$ cat config.mk
export PLATFORM = sky130hd
export DESIGN_NAME = rcm_mask_bank
export DESIGN_NICKNAME = d
export VERILOG_FILES = /design/src/core/rcm_pkg.sv /design/src/core/rcm_inc_gate.sv /design/src/core/rcm_mask_bank.sv
export SDC_FILE = /design/constraint.sdc
export NUM_CORES = 1
export LEC_CHECK = 0
export ABC_CLOCK_PERIOD_IN_PS = 3450
export BUFFER_PORTS_ARGS = -buffer_cell sky130_fd_sc_hd__buf_2
export CORE_AREA = 3 3 87 89
export CTS_BUF_LIST = sky130_fd_sc_hd__clkbuf_8
export DETAILED_ROUTE_END_ITERATION = 10
export DIE_AREA = 0 0 90 92
export PLACE_DENSITY = 0.86
export SLEW_MARGIN = 20
export SYNTH_ARGS = -nofsm -noshare
export SYNTH_HDL_FRONTEND = slang
export SYNTH_HIERARCHICAL = 1
export SYNTH_SLANG_ARGS = --single-unit
$ cat constraint.sdc
create_clock -name i_mclk -period 3.45 [get_ports i_mclk]
set_input_delay 0.345 -clock i_mclk [delete_from_list [all_inputs] [get_ports i_mclk]]
set_output_delay 0.345 -clock i_mclk [all_outputs]
set_load 0.005 [all_outputs]
$ cat src/core/rcm_pkg.sv
// Constants and types for the statistics counter mask block.
// Assumes one system clock and a synchronous active-high reset.

package rcm_pkg;

  // ==========================================================
  // Register map
  // ==========================================================
  localparam int          ADDR_W      = 8;             // Window offset bits
  localparam int          DATA_W      = 32;            // Doubleword access
  localparam logic [7:0]  OFF_MASK    = 8'h98;         // rmon_count_mask
  localparam int          MASK_W      = 19;            // Implemented bits
  localparam logic [18:0] MASK_RST    = 19'h0_0000;    // All unmasked
  localparam logic [31:0] RDATA_IDLE  = 32'h0000_0000; // Unmapped / idle

  // ==========================================================
  // Mask bit positions
  // ==========================================================
  localparam int MB_CRC     = 0;   // CRC / alignment errors
  localparam int MB_UNDER   = 1;   // Undersize frames
  localparam int MB_FRAG    = 2;   // Fragments
  localparam int MB_JAB     = 3;   // Jabbers
  localparam int MB_RX_PAIR = 4;   // Receive octets and packets
  localparam int MB_RX_BIN0 = 5;   // First receive length bin
  localparam int MB_COLL    = 11;  // Collisions
  localparam int MB_TX_PAIR = 12;  // Transmit octets and packets
  localparam int MB_TX_BIN0 = 13;  // First transmit length bin
  localparam int N_BINS     = 6;   // 64 .. 1024-1518 octets

  // ==========================================================
  // Increment strobe positions
  // ==========================================================
  localparam int EV_CRC     = 0;
  localparam int EV_UNDER   = 1;
  localparam int EV_FRAG    = 2;
  localparam int EV_JAB     = 3;
  localparam int EV_RX_OCT  = 4;
  localparam int EV_RX_PKT  = 5;
  localparam int EV_RX_BIN0 = 6;
  localparam int EV_COLL    = 12;
  localparam int EV_TX_OCT  = 13;
  localparam int EV_TX_PKT  = 14;
  localparam int EV_TX_BIN0 = 15;
  localparam int EV_W       = 21;
  localparam int LEN_W      = 14;  // Octets added per frame

  // Register access request from the window decoder
  typedef struct packed {
    logic              wr;     // Write strobe, one cycle
    logic              rd;     // Read strobe, one cycle
    logic [ADDR_W-1:0] addr;   // Byte offset in the window
    logic [DATA_W-1:0] wdata;  // Write data
  } rcm_req_s;

  // Counter increment requests (one cycle pulses)
  typedef struct packed {
    logic [EV_W-1:0]  inc;     // One strobe per counter
    logic [LEN_W-1:0] rx_len;  // Octets for the receive octet counter
    logic [LEN_W-1:0] tx_len;  // Octets for the transmit octet counter
  } rcm_evt_s;

  // Per-counter enables from the mask; a pair shares one bit
  function automatic logic [EV_W-1:0] rcm_enables(
    input logic [MASK_W-1:0] m);
    logic [EV_W-1:0] e;
    e = '0;
    e[EV_CRC]    = ~m[MB_CRC];
    e[EV_UNDER]  = ~m[MB_UNDER];
    e[EV_FRAG]   = ~m[MB_FRAG];
    e[EV_JAB]    = ~m[MB_JAB];
    e[EV_RX_OCT] = ~m[MB_RX_PAIR];
    e[EV_RX_PKT] = ~m[MB_RX_PAIR];
    e[EV_COLL]   = ~m[MB_COLL];
    e[EV_TX_OCT] = ~m[MB_TX_PAIR];
    e[EV_TX_PKT] = ~m[MB_TX_PAIR];
    for (int b = 0; b < N_BINS; b++) begin
      e[EV_RX_BIN0+b] = ~m[MB_RX_BIN0+b];
      e[EV_TX_BIN0+b] = ~m[MB_TX_BIN0+b];
    end
    return e;
  endfunction : rcm_enables

endpackage : rcm_pkg

$ cat src/core/rcm_inc_gate.sv
// Registered gate between frame classifiers and statistics counters.
// Assumes strobes and mask come from logic on the same clock.
`timescale 1ns/1ns

module rcm_inc_gate
  import rcm_pkg::*;
(
  input  wire logic              i_mclk,   // System clock
  input  wire logic              i_srst,   // Synchronous reset
  input  wire logic [MASK_W-1:0] i_mask,   // Current mask
  input  wire rcm_evt_s          i_evt,    // Raw increment requests
  output rcm_evt_s               o_evt     // Gated requests, registered
);

  // ==========================================================
  // Gate
  // ==========================================================
  rcm_evt_s        evt_q;  // Output register
  logic [EV_W-1:0] en;     // Per-counter enables

  // The strobes and octet amounts are gated; stored counts are never touched
  assign en = rcm_enables(i_mask);

  // One register stage keeps the counters' inputs glitch free
  always_ff @(posedge i_mclk) begin
    if (i_srst) begin
      evt_q <= '0;
    end else begin
      evt_q.inc <= i_evt.inc & en;
      // Octet amount dropped with its pair bit
      evt_q.rx_len <= en[EV_RX_OCT] ? i_evt.rx_len : '0;
      evt_q.tx_len <= en[EV_TX_OCT] ? i_evt.tx_len : '0;
    end
  end

  assign o_evt = evt_q;

endmodule : rcm_inc_gate

$ cat src/core/rcm_mask_bank.sv
// Statistics counter mask register and the increment gate it steers.
// Assumes the window decoder gives one-cycle doubleword strobes with
// the byte offset inside the window, on the system clock.
`timescale 1ns/1ns

// How it works
// - Bit 0 freezes CRC/alignment error counter
// - Bit 1 freezes undersize frame counter
// - Bit 2 freezes fragments counter
// - Bit 3 freezes jabbers counter
// - Bit 4 freezes receive octets and packets
// - Bits 5-10 freeze receive length bins
// - Bit 11 freezes collisions counter
// - Bit 12 freezes transmit octets and packets
// - Bits 13-18 freeze transmit length bins
module rcm_mask_bank
  import rcm_pkg::*;
(
  input  wire logic              i_mclk,     // System clock, 250 MHz
  input  wire logic              i_srst,     // Synchronous reset
  input  wire rcm_req_s          i_req,      // Register access
  input  wire rcm_evt_s          i_evt,      // Raw increment requests
  output logic [DATA_W-1:0]      o_rdata,    // Read data, registered
  output logic                   o_ack,      // Access done, pulse
  output logic [MASK_W-1:0]      o_mask,     // Mask as stored
  output rcm_evt_s               o_evt       // Gated increment requests
);

  // ==========================================================
  // Decode
  // ==========================================================
  logic              hit;       // Offset matches the mask register
  logic [MASK_W-1:0] mask_q;    // rmon_count_mask contents
  logic [DATA_W-1:0] rdata_q;   // Read data register
  logic              ack_q;     // Access acknowledge

  assign hit = (i_req.addr == OFF_MASK);

  // Timing seen from the window decoder and the counters:
  //  - a write taken at edge N is stored at N and steers the strobes
  //    sampled from edge N+1 onward, so a strobe in the same cycle as
  //    the write still sees the old mask;
  //  - a read and a write in one cycle return the old contents, since
  //    the read path looks at the register before it is updated;
  //  - every access is acknowledged one cycle later, mapped or not,
  //    so a stray offset can never stall the host.
  // Only whole doublewords are taken; there are no byte lanes, so a
  // narrower host access must be widened before it reaches this block.

  // ==========================================================
  // Mask register
  // ==========================================================
  // Upper reserved bits are not stored; writes to them are dropped
  always_ff @(posedge i_mclk) begin
    if (i_srst) begin
      mask_q <= MASK_RST;
    end else if (i_req.wr && hit) begin
      mask_q <= i_req.wdata[MASK_W-1:0];
    end
  end

  // ==========================================================
  // Read path
  // ==========================================================
  // Reserved bits and unmapped offsets read as zero
  always_ff @(posedge i_mclk) begin
    if (i_srst) begin
      rdata_q <= RDATA_IDLE;
    end else if (i_req.rd) begin
      if (hit) begin
        rdata_q <= {{(DATA_W-MASK_W){1'b0}}, mask_q};
      end else begin
        rdata_q <= RDATA_IDLE;
      end
    end
  end

  // Every access, mapped or not, is acknowledged next cycle
  always_ff @(posedge i_mclk) begin
    if (i_srst) begin
      ack_q <= 1'b0;
    end else begin
      ack_q <= i_req.rd | i_req.wr;
    end
  end

  // ==========================================================
  // Increment gate
  // ==========================================================
  // Frames themselves never pass here, so traffic is unaffected.
  // The gate sits behind the stored mask so a mask write can never
  // glitch a counter; the price is one cycle of strobe latency.
  rcm_inc_gate u_gate (
    .i_mclk (i_mclk),
    .i_srst (i_srst),
    .i_mask (mask_q),
    .i_evt  (i_evt),
    .o_evt  (o_evt)
  );

  assign o_rdata = rdata_q;
  assign o_ack   = ack_q;
  assign o_mask  = mask_q;

  // Length bins, one bit each, in ascending order
  for (genvar b = 0; b < N_BINS; b++) begin : g_bins

  end
endmodule : rcm_mask_bank

==> results.cfg, run 1 <==
[clocking]
hold_buffers = 0
cts_tree = built
root_buffer = clkbuf_8
cts_setup_buffers = 0
htreeDepth = 3
cts_resized = 0
path_clk_slew_ps = 80
cts_buffers = 9
insertion_delay_ps = 340
clock_sinks = 88
cts_max_path_buffers = 2

[route]
wl_met2_um = 3860
drc = 0
vias = 2622
wl_um = 7830
via_per_inst = 4.77
met1_length_um = 3190
top_layer = met4
detail_route.first_pass.iterations = 4
met3_length_um = 653
drt.antenna.violating_nets = 0
wl_per_cell_um = 14.2
drtIter0Drc = 66

[grt]
grt_first_pass_wirelength_um = 12700
grtUsageTotal_pct = 18.9
grt_overflow_total = 0
grt_max_degree = 108
antenna_found_initial = 0
grt_pass1_vias = 2617

[timing]
final.setup.tns_ps = 0
fmax_mhz = 500
finalMaxSlewViolations = 0
min_period_ps = 2000
relSlewSlack_pct = 33.4
fin_skew_ps = 7.58
finalCritPeriodShare_pct = 58.0
finalHoldViolCount = 0
rsz0062_at_grt = false
worst_pin_slew_ps = 1000
setup_viol = 0

[critical_path]
reg2regPathDepth = 2
worstPathMaxFanout = 20
r2r_start = o_mask[12]
crit_type = in -> reg
reg2reg_slack_ps = 2230
crit_start = i_req[34]
r2r_end = o_rdata[12]
end_kind = flop
startpoint_type = primary input
arrival_ps = 2260
crit_required_ps = 3710

[final_layout]
area.growth.synth_to_final_pct = 29.4
antennaDiodeCount = 0
mostFrequentLayoutCells = 166 x buf_2, 88 x dfxtp_1, 57 x nand2b_1
final_common_cell = buf_2
drive_gt1_share_pct = 44.1
fin_util_pct = 62.1
instances_no_fill = 550
finalNetCount = 542

[logic_synthesis]
synthDistinctLibCells = 17
seq_area_frac_synth_pct = 53.8
synth_area_per_cell_um2 = 11.1
syn_area_um2 = 3280
yosys_warnings = 6
syn-instance-count = 295
ys_ff_latch = 88

[hold_path]
holdPathEnd = o_ack
hold_start = i_req[41]
hold_depth = 3
hold_path_class = in -> reg

[placement]
port_buffers = 167
place_hpwl_um = 5440
gp_congestion = 0.771
dp.cells = 534

[floorplanning]
dieArea_um2 = 8280
die_h_um = 92
rows = 30
core_region_area_um2 = 6830
start_util_pct = 48.0
ioPinCount = 194
die_w_um = 90

[run]
cap_violations = 0

[power]
power_density_nw_per_um2 = 458
p_comb_share_pct = 7.9
sw_frac_of_total_pct = 22.3
p_leak_nw = 1.93
irDropWorstVdd_mv = 0.287
power.switching_uw = 432
p_int_mw = 1.51
p_clk_share_pct = 37.9
seq_power_share_pct = 54.2

[outcome]
outcome = finished clean
## synth_stat cells
| cell | instances | share of area, % |
|---|---|---|
| buf_2 | 4 | 0.61 |
| nor2_1 | 2 | 0.23 |
| a21oi_1 | 19 | 2.9 |
| and4bb_2 | 1 | 0.38 |
| clkbuf_1 | 10 | 1.1 |
| dfxtp_1 | 88 | 54 |
| buf_12 | 1 | 0.61 |
| mux2i_1 | 19 | 5.8 |
| nor4b_2 | 1 | 0.46 |
| nand2b_1 | 57 | 11 |
| buf_6 | 7 | 2.4 |
| nor3b_1 | 36 | 8.2 |
| nand4_1 | 19 | 3.6 |
| buf_4 | 16 | 3.7 |
| nor3b_2 | 13 | 5.0 |
| conb_1 | 1 | 0.11 |
| and3_1 | 1 | 0.19 |
## routing by layer
| metal | global-route usage (%) | up-vias |
|---|---|---|
| met5 | 0 | - |
| met4 | 7.65 | 0 |
| met3 | 6.32 | 12 |
| met2 | 32.4 | 127 |
| met1 | 21.7 | 1204 |
| li1 | - | 1279 |
## power groups by stage
stage	Sequential (mW)	Combinational, mW	Clock (mW)
2_1_floorplan	1.08	0.0793	0
3_3_place_gp	1.08	0.149	0
3_5_place_dp	1.08	0.153	0
4_1_cts	1.05	0.154	0.758
5_1_grt	1.06	0.168	0.803
6_report	1.05	0.152	0.736
## worst max-delay path, cell delays in order
cell and delay [ps]:
buf_2 90, and4bb_2 590, and3_1 660, buf_4 350
mux2i_1 220
## flip-flops by register name, indices dropped and copies added, names as in the netlist
register,count
o_rdata,19
u_gate/o_evt,49
o_mask,19
o_ack,1
## layout make-up
type                    instances  area (um2)
multi-input cells             181        1290
clock inverters                 5        62.6
flip-flops and latches         88        1760
clock buffers                  11         151
well taps                      96         120
repair buffers                169         853
fillers                       597        2590
## logic make-up (layout without fill, tap and decap cells)
logic type / Yosys count / in the layout / share of synthesized area (%)
other: 1 / 13 / 0.114
DFF: 88 / 88 / 53.8
buffers and inverters: 38 / 185 / 8.44
muxes: 19 / 19 / 5.80
and+or+nand+nor: 130 / 130 / 29.0
AOI/OAI and AO/OA: 19 / 19 / 2.90
## how the worst max path moves through the flow
stage | slack (ps) | end
4_1_cts | 1460 | o_mask[0]
3_3_place_gp | 1170 | o_mask[14]
3_5_place_dp | 1100 | o_mask[0]
5_1_grt | 1370 | o_mask[18]
6_report | 1450 | o_mask[0]
2_1_floorplan | 2110 | o_mask[10]
## stage by stage
stage          cell area, um2  total power, mW  hold slack [ps]  worst slack, ps
3_3_place_gp             4030             1.23              452             1170
6_report                 4240             1.94              230             1450
2_1_floorplan            3320             1.16              461             2110
3_5_place_dp             4030             1.23              460             1100
4_1_cts                  4240             1.97              215             1460
5_1_grt                  4240             2.03              225             1370
Power figures use the tool's default switching activity.
==> run 2: changes to the inputs <==
--- a/config.mk
+++ b/config.mk
@@ -5,13 +5,14 @@
 export SDC_FILE = /design/constraint.sdc
 export NUM_CORES = 1
 export LEC_CHECK = 0
-export ABC_CLOCK_PERIOD_IN_PS = 3450
+export ABC_AREA = 1
+export ABC_CLOCK_PERIOD_IN_PS = 2000
 export BUFFER_PORTS_ARGS = -buffer_cell sky130_fd_sc_hd__buf_2
-export CORE_AREA = 3 3 87 89
+export CORE_AREA = 3 3 91 93
 export CTS_BUF_LIST = sky130_fd_sc_hd__clkbuf_8
 export DETAILED_ROUTE_END_ITERATION = 10
-export DIE_AREA = 0 0 90 92
-export PLACE_DENSITY = 0.86
+export DIE_AREA = 0 0 94 96
+export PLACE_DENSITY = 0.81
 export SLEW_MARGIN = 20
 export SYNTH_ARGS = -nofsm -noshare
 export SYNTH_HDL_FRONTEND = slang
==> constraint.sdc (replaced) <==
create_clock -name i_mclk -period 2 [get_ports i_mclk]
set_input_delay 0.2 -clock i_mclk [delete_from_list [all_inputs] [get_ports i_mclk]]
set_output_delay 0.2 -clock i_mclk [all_outputs]
set_load 0.005 [all_outputs]
==> run 2 against run 1 <==
Clock power up 45%. Sequential cell count unchanged. Critical path depth down 4. Wire length up 6.9%. Power up 63%. First-iteration DRC count down 29%. Combinational power up 84%. Utilization down 4.4 points. Register-to-register slack worse by 1100 ps. Critical path type is now reg -> out.
==> results.cfg, run 2 <==
[logic_synthesis]
yosysMostFrequentCell = nand2_1
synthDistinctLibCells = 16
yosys_warnings = 6
ys.flop_type = dfxtp_1
yosys-top-cells-count = 121 x nand2_1, 112 x inv_1, 88 x dfxtp_1, 70 x nor2_1
syn_area_um2 = 3400
synth_area_leaders = dfxtp_1 52%, nand2_1 13%, inv_1 12%
yosysTopAreaCell = dfxtp_1
synthArstFlopShare_pct = 0
synth_area_per_cell_um2 = 7.21
ys_ff_latch = 88
synth_top_area_share_pct = 51.9
syn-instance-count = 471
seq_area_frac_synth_pct = 51.9
synth_edf_count = 0

[critical_path]
reg2regPathDepth = 3
end_kind = output pin
slowest_delay_ps = 430
crit_slowest_cell = dfxtp_1
r2r_end = u_gate/o_evt[16]
critPathBufInv = 1
critPathTopFamily = flip-flops
reg2reg_slack_ps = 1120
r2r_start = o_mask[4]
startpoint_type = flop
crit_type = reg -> out
arrival_ps = 910
worstPathCellList = buf_2
crit_required_ps = 1800
worstPathMaxFanout = 4

[timing]
min_period_ps = 1110
final.setup.tns_ps = 0
finalCritPeriodShare_pct = 55.7
fmax_mhz = 898
finalHoldViolCount = 0
rsz0062_at_grt = false
setup_viol = 0
worst_pin_slew_ps = 582
finalMaxSlewViolations = 0
relSlewSlack_pct = 60.9
fin_ws_ps = 886
fin_skew_ps = 10.5

[placement]
place_hpwl_um = 6210
dpl_worst_slack_ps = 609
gp_congestion = 0.741
port_buffers = 167
postPlaceCellArea_um2 = 4220

[floorplanning]
dieArea_um2 = 9020
die_w_um = 94
ioPinCount = 194
rows = 32
core_region_area_um2 = 7610
start_util_pct = 44.7
die_h_um = 96

[hold_path]
hold_path_class = in -> reg
hold_depth = 3
hold_start = i_evt[13]
holdPathEnd = u_gate/o_evt[13]

[grt]
grt_overflow_total = 0
grt_pass1_vias = 2752
grt_max_degree = 39
antenna_found_initial = 0
grtUsageTotal_pct = 18.3
grt_first_pass_wirelength_um = 12700

[power]
power_density_nw_per_um2 = 722
design_power_total_mw = 3.17
irDropWorstVdd_mv = 0.294
p_leak_nw = 2.61

[final_layout]
mostFrequentLayoutCells = 167 x buf_2, 121 x nand2_1, 112 x inv_1
final.fill_count = 756
finalNetCount = 728
design_area_um2 = 4390
fin_util_pct = 57.7
drive_gt1_share_pct = 30.5
largest_register_ffs = 49
antennaDiodeCount = 0
final_common_cell = buf_2
area.growth.synth_to_final_pct = 29.2

[clocking]
cts_buffers = 9
clock_sinks = 88
cts_resized = 0
insertion_delay_ps = 340
hold_buffers = 0
cts_tree = built
cts_setup_buffers = 0
path_clk_slew_ps = 90
root_buffer = clkbuf_8
htreeDepth = 3
cts_max_path_buffers = 2

[route]
drc = 0
drt.antenna.violating_nets = 0
vias = 3092
wl_per_cell_um = 11.3
detail_route.first_pass.iterations = 4
via_per_inst = 4.17
met1_length_um = 3410
top_layer = met4
drtIter0Drc = 47
wl_um = 8370
wl_met2_um = 4120
met3_length_um = 729

[run]
cap_violations = 0

[outcome]
outcome = finished clean
-- run 2: how the worst max path moves through the flow --
stage	slack, ps	to	from	cells past startpoint
after floorplan	1020	o_mask[3]	i_req[32]	8
after detailed placement	610	o_mask[3]	i_srst	4
after global placement	640	o_mask[13]	i_srst	4
after CTS	850	o_mask[4]	o_mask[4]	1
after global routing	830	o_mask[4]	o_mask[4]	1
final	890	o_mask[4]	o_mask[4]	1
-- run 2: final cells by class --
class	count	area, um2	area share, %
sequential	88	1760	40.1
inverter	115	434	9.89
multi-input combinational	251	1040	23.7
timing repair buffer	170	858	19.6
clock inverter	6	45.0	1.03
clock buffer	9	124	2.82
tap	102	128	2.91
-- run 2: cell families (layout without fill, tap and decap cells) --
family	count (synthesis)	after routing	synth area share (%)
DFF	88	88	51.9
and+or+nand+nor	219	219	26.2
other	1	13	0.110
buffers and inverters	144	300	19.0
AOI/OAI and AO/OA	19	19	2.80
-- run 2: power by group --
| group | leakage, nW | total, mW | switching [mW] | internal (mW) |
|---|---|---|---|---|
| clock | 0.0781 | 1.07 | 0.621 | 0.451 |
| combinational | 1.81 | 0.279 | 0.153 | 0.126 |
| sequential | 0.723 | 1.82 | 0.0126 | 1.81 |
| total | 2.61 | 3.17 | 0.786 | 2.38 |
-- run 2: per-layer routing --
metal  global-route usage (%)  vias up
met5                        0        -
li1                         -     1632
met4                     7.34        0
met1                     20.2     1328
met2                     33.1      122
met3                     5.16       10
-- run 2: per-stage QoR --
step                hold slack, ps  std cells
floorplan                      272        483
global placement               414        726
detailed placement             421        726
CTS                           36.2        741
global route                  35.9        741
finish                        61.3        741
-- run 2: worst min-delay path, delay by kind of cell --
kind	cells	cell delay [ps]
and+or+nand+nor	1	30
buffers and inverters	2	130
==> run 3: changes to the inputs <==
--- a/config.mk
+++ b/config.mk
@@ -6,13 +6,13 @@
 export NUM_CORES = 1
 export LEC_CHECK = 0
 export ABC_AREA = 1
-export ABC_CLOCK_PERIOD_IN_PS = 2000
+export ABC_CLOCK_PERIOD_IN_PS = 1000
 export BUFFER_PORTS_ARGS = -buffer_cell sky130_fd_sc_hd__buf_2
-export CORE_AREA = 3 3 91 93
+export CORE_AREA = 3 3 96 98
 export CTS_BUF_LIST = sky130_fd_sc_hd__clkbuf_8
 export DETAILED_ROUTE_END_ITERATION = 10
-export DIE_AREA = 0 0 94 96
-export PLACE_DENSITY = 0.81
+export DIE_AREA = 0 0 99 101
+export PLACE_DENSITY = 0.76
 export SLEW_MARGIN = 20
 export SYNTH_ARGS = -nofsm -noshare
 export SYNTH_HDL_FRONTEND = slang
==> constraint.sdc (replaced) <==
create_clock -name i_mclk -period 1 [get_ports i_mclk]
set_input_delay 0.1 -clock i_mclk [delete_from_list [all_inputs] [get_ports i_mclk]]
set_output_delay 0.1 -clock i_mclk [all_outputs]
set_load 0.005 [all_outputs]
==> run 3 against run 2 <==
Non-clock buffer count is 56 higher. Cell count rose by 8.6%. Wire length grew 13%. Largest power group unchanged. Register-to-register slack worse by 910 ps. Count of clock-buffer cells in the layout grew 1. Power is 110% higher. Highest routed layer unchanged. Cell area grew 14%.
==> results.cfg, run 3 (synthesis gave the netlist of run 2 again) <==
[clocking]
insertion_delay_ps = 350
root_buffer = clkbuf_8
path_clk_slew_ps = 90
cts_max_path_buffers = 2
clock_sinks = 88
cts_setup_buffers = 0
cts_buffers = 9
htreeDepth = 3
cts_tree = built

[grt]
grtUsageTotal_pct = 18.9
grt_pass1_vias = 3277
antenna_found_initial = 0
grt_first_pass_wirelength_um = 15100
grt_max_degree = 21
grt_overflow_total = 0

[route]
wl_um = 9450
drc = 0
via_per_inst = 4.17
wl_per_cell_um = 11.7
drtIter0Drc = 86
drt.antenna.violating_nets = 0
detail_route.first_pass.iterations = 4
vias = 3359

[timing]
fin_skew_ps = 10.3
min_period_ps = 947
fmax_mhz = 1060
finalCritPeriodShare_pct = 94.7
rsz0062_at_grt = false
hold_slack_ps = 62.4
final.setup.tns_ps = 0
finalHoldViolCount = 0
finalMaxSlewViolations = 0
setup_viol = 0

[critical_path]
crit_type = reg -> out
worstPathCellList = buf_2
startpoint_type = flop
end_kind = output pin
r2r_start = o_mask[12]
crit_start = o_mask[6]
slowest_delay_ps = 380
critPathBufInv = 1
crit_required_ps = 900
worstPathMaxFanout = 4
crit_slowest_cell = dfxtp_1
critPathTopFamily = flip-flops
arrival_ps = 850

[final_layout]
regArea_um2 = 1780
final_common_cell = buf_2
area.growth.synth_to_final_pct = 47.7
largest_register_ffs = 49
mostFrequentLayoutCells = 167 x buf_2, 121 x nand2_1, 112 x inv_1
final.fill_count = 759
multiInputGateArea_um2 = 1040
finalNetCount = 784
drive_gt1_share_pct = 31.8

[floorplanning]
core_region_area_um2 = 8550
start_util_pct = 39.7
die_h_um = 101
ioPinCount = 194
die_w_um = 99
rows = 34
dieArea_um2 = 10000

[placement]
gp_congestion = 0.851
port_buffers = 167
place_hpwl_um = 6360

[hold_path]
hold_start = i_req[10]
hold_path_class = in -> reg

[run]
cap_violations = 0

[power]
power_density_nw_per_um2 = 1340
irDropWorstVdd_mv = 0.581
p_leak_nw = 2.89

[outcome]
outcome = finished clean
==> run 3: metal layers <==
layer	track usage (%)	vias to the layer above	wire, um
met3	4.98	14	823
li1	-	1749	-
met1	20.6	1458	3760
met4	7.25	0	133
met2	34.9	138	4730
met5	0	-	0
==> run 3: cell type report <==
type / instances / area share (%)
well taps: 108 / 2.69
repair buffers: 226 / 28.7
multi-input cells: 251 / 20.7
diodes: 1 / 0.0499
clock buffers: 10 / 2.74
clock inverters: 6 / 0.947
flip-flops and latches: 88 / 35.6
inverters: 115 / 8.65
==> run 3: path summary, 6_finish.rpt <==
path,depth (start not counted),endpoint,slack [ps]
setup / recovery,1,o_mask[6],50
hold / removal,5,o_mask[10],60
setup reg to reg,3,u_gate/o_evt[1],210
hold reg to reg,1,u_gate/o_evt[29],440
==> run 3: worst min-delay path: stages <==
cell and delay (ps):
buf_2 90, inv_1 40, nand3_1 60, nand2_1 50, nor2_1 30
==> run 3: report_power, final <==
group | leakage, nW | switching (mW) | internal, mW
clock | 0.0941 | 1.32 | 1.00
combinational | 2.06 | 0.346 | 0.399
sequential | 0.732 | 0.0272 | 3.61
total | 2.89 | 1.69 | 5.02
==> run 3: timing repair <==
item	4_1_cts	5_1_grt
gates resized for setup	7	11
hold buffers	49	0
pin swaps	0	0
endpoints found under the setup margin	7	11
endpoints found under the hold margin	49	0
==> run 3: per-stage QoR <==
stage / utilization [%] / total power, mW / setup slack (ps) / instances / cell area, um2
final: 58.7 / 6.71 / 52.9 / 805 / 5020
after global routing: 58.7 / 7.03 / 3.35 / 804 / 5020
after CTS: 58.5 / 6.79 / 1.17 / 804 / 5000
after detailed placement: 50.5 / 4.31 / -89.5 / 739 / 4320
after global placement: 50.5 / 4.29 / -31.3 / 739 / 4320
after floorplan: - / 4.01 / 120 / 483 / 3440
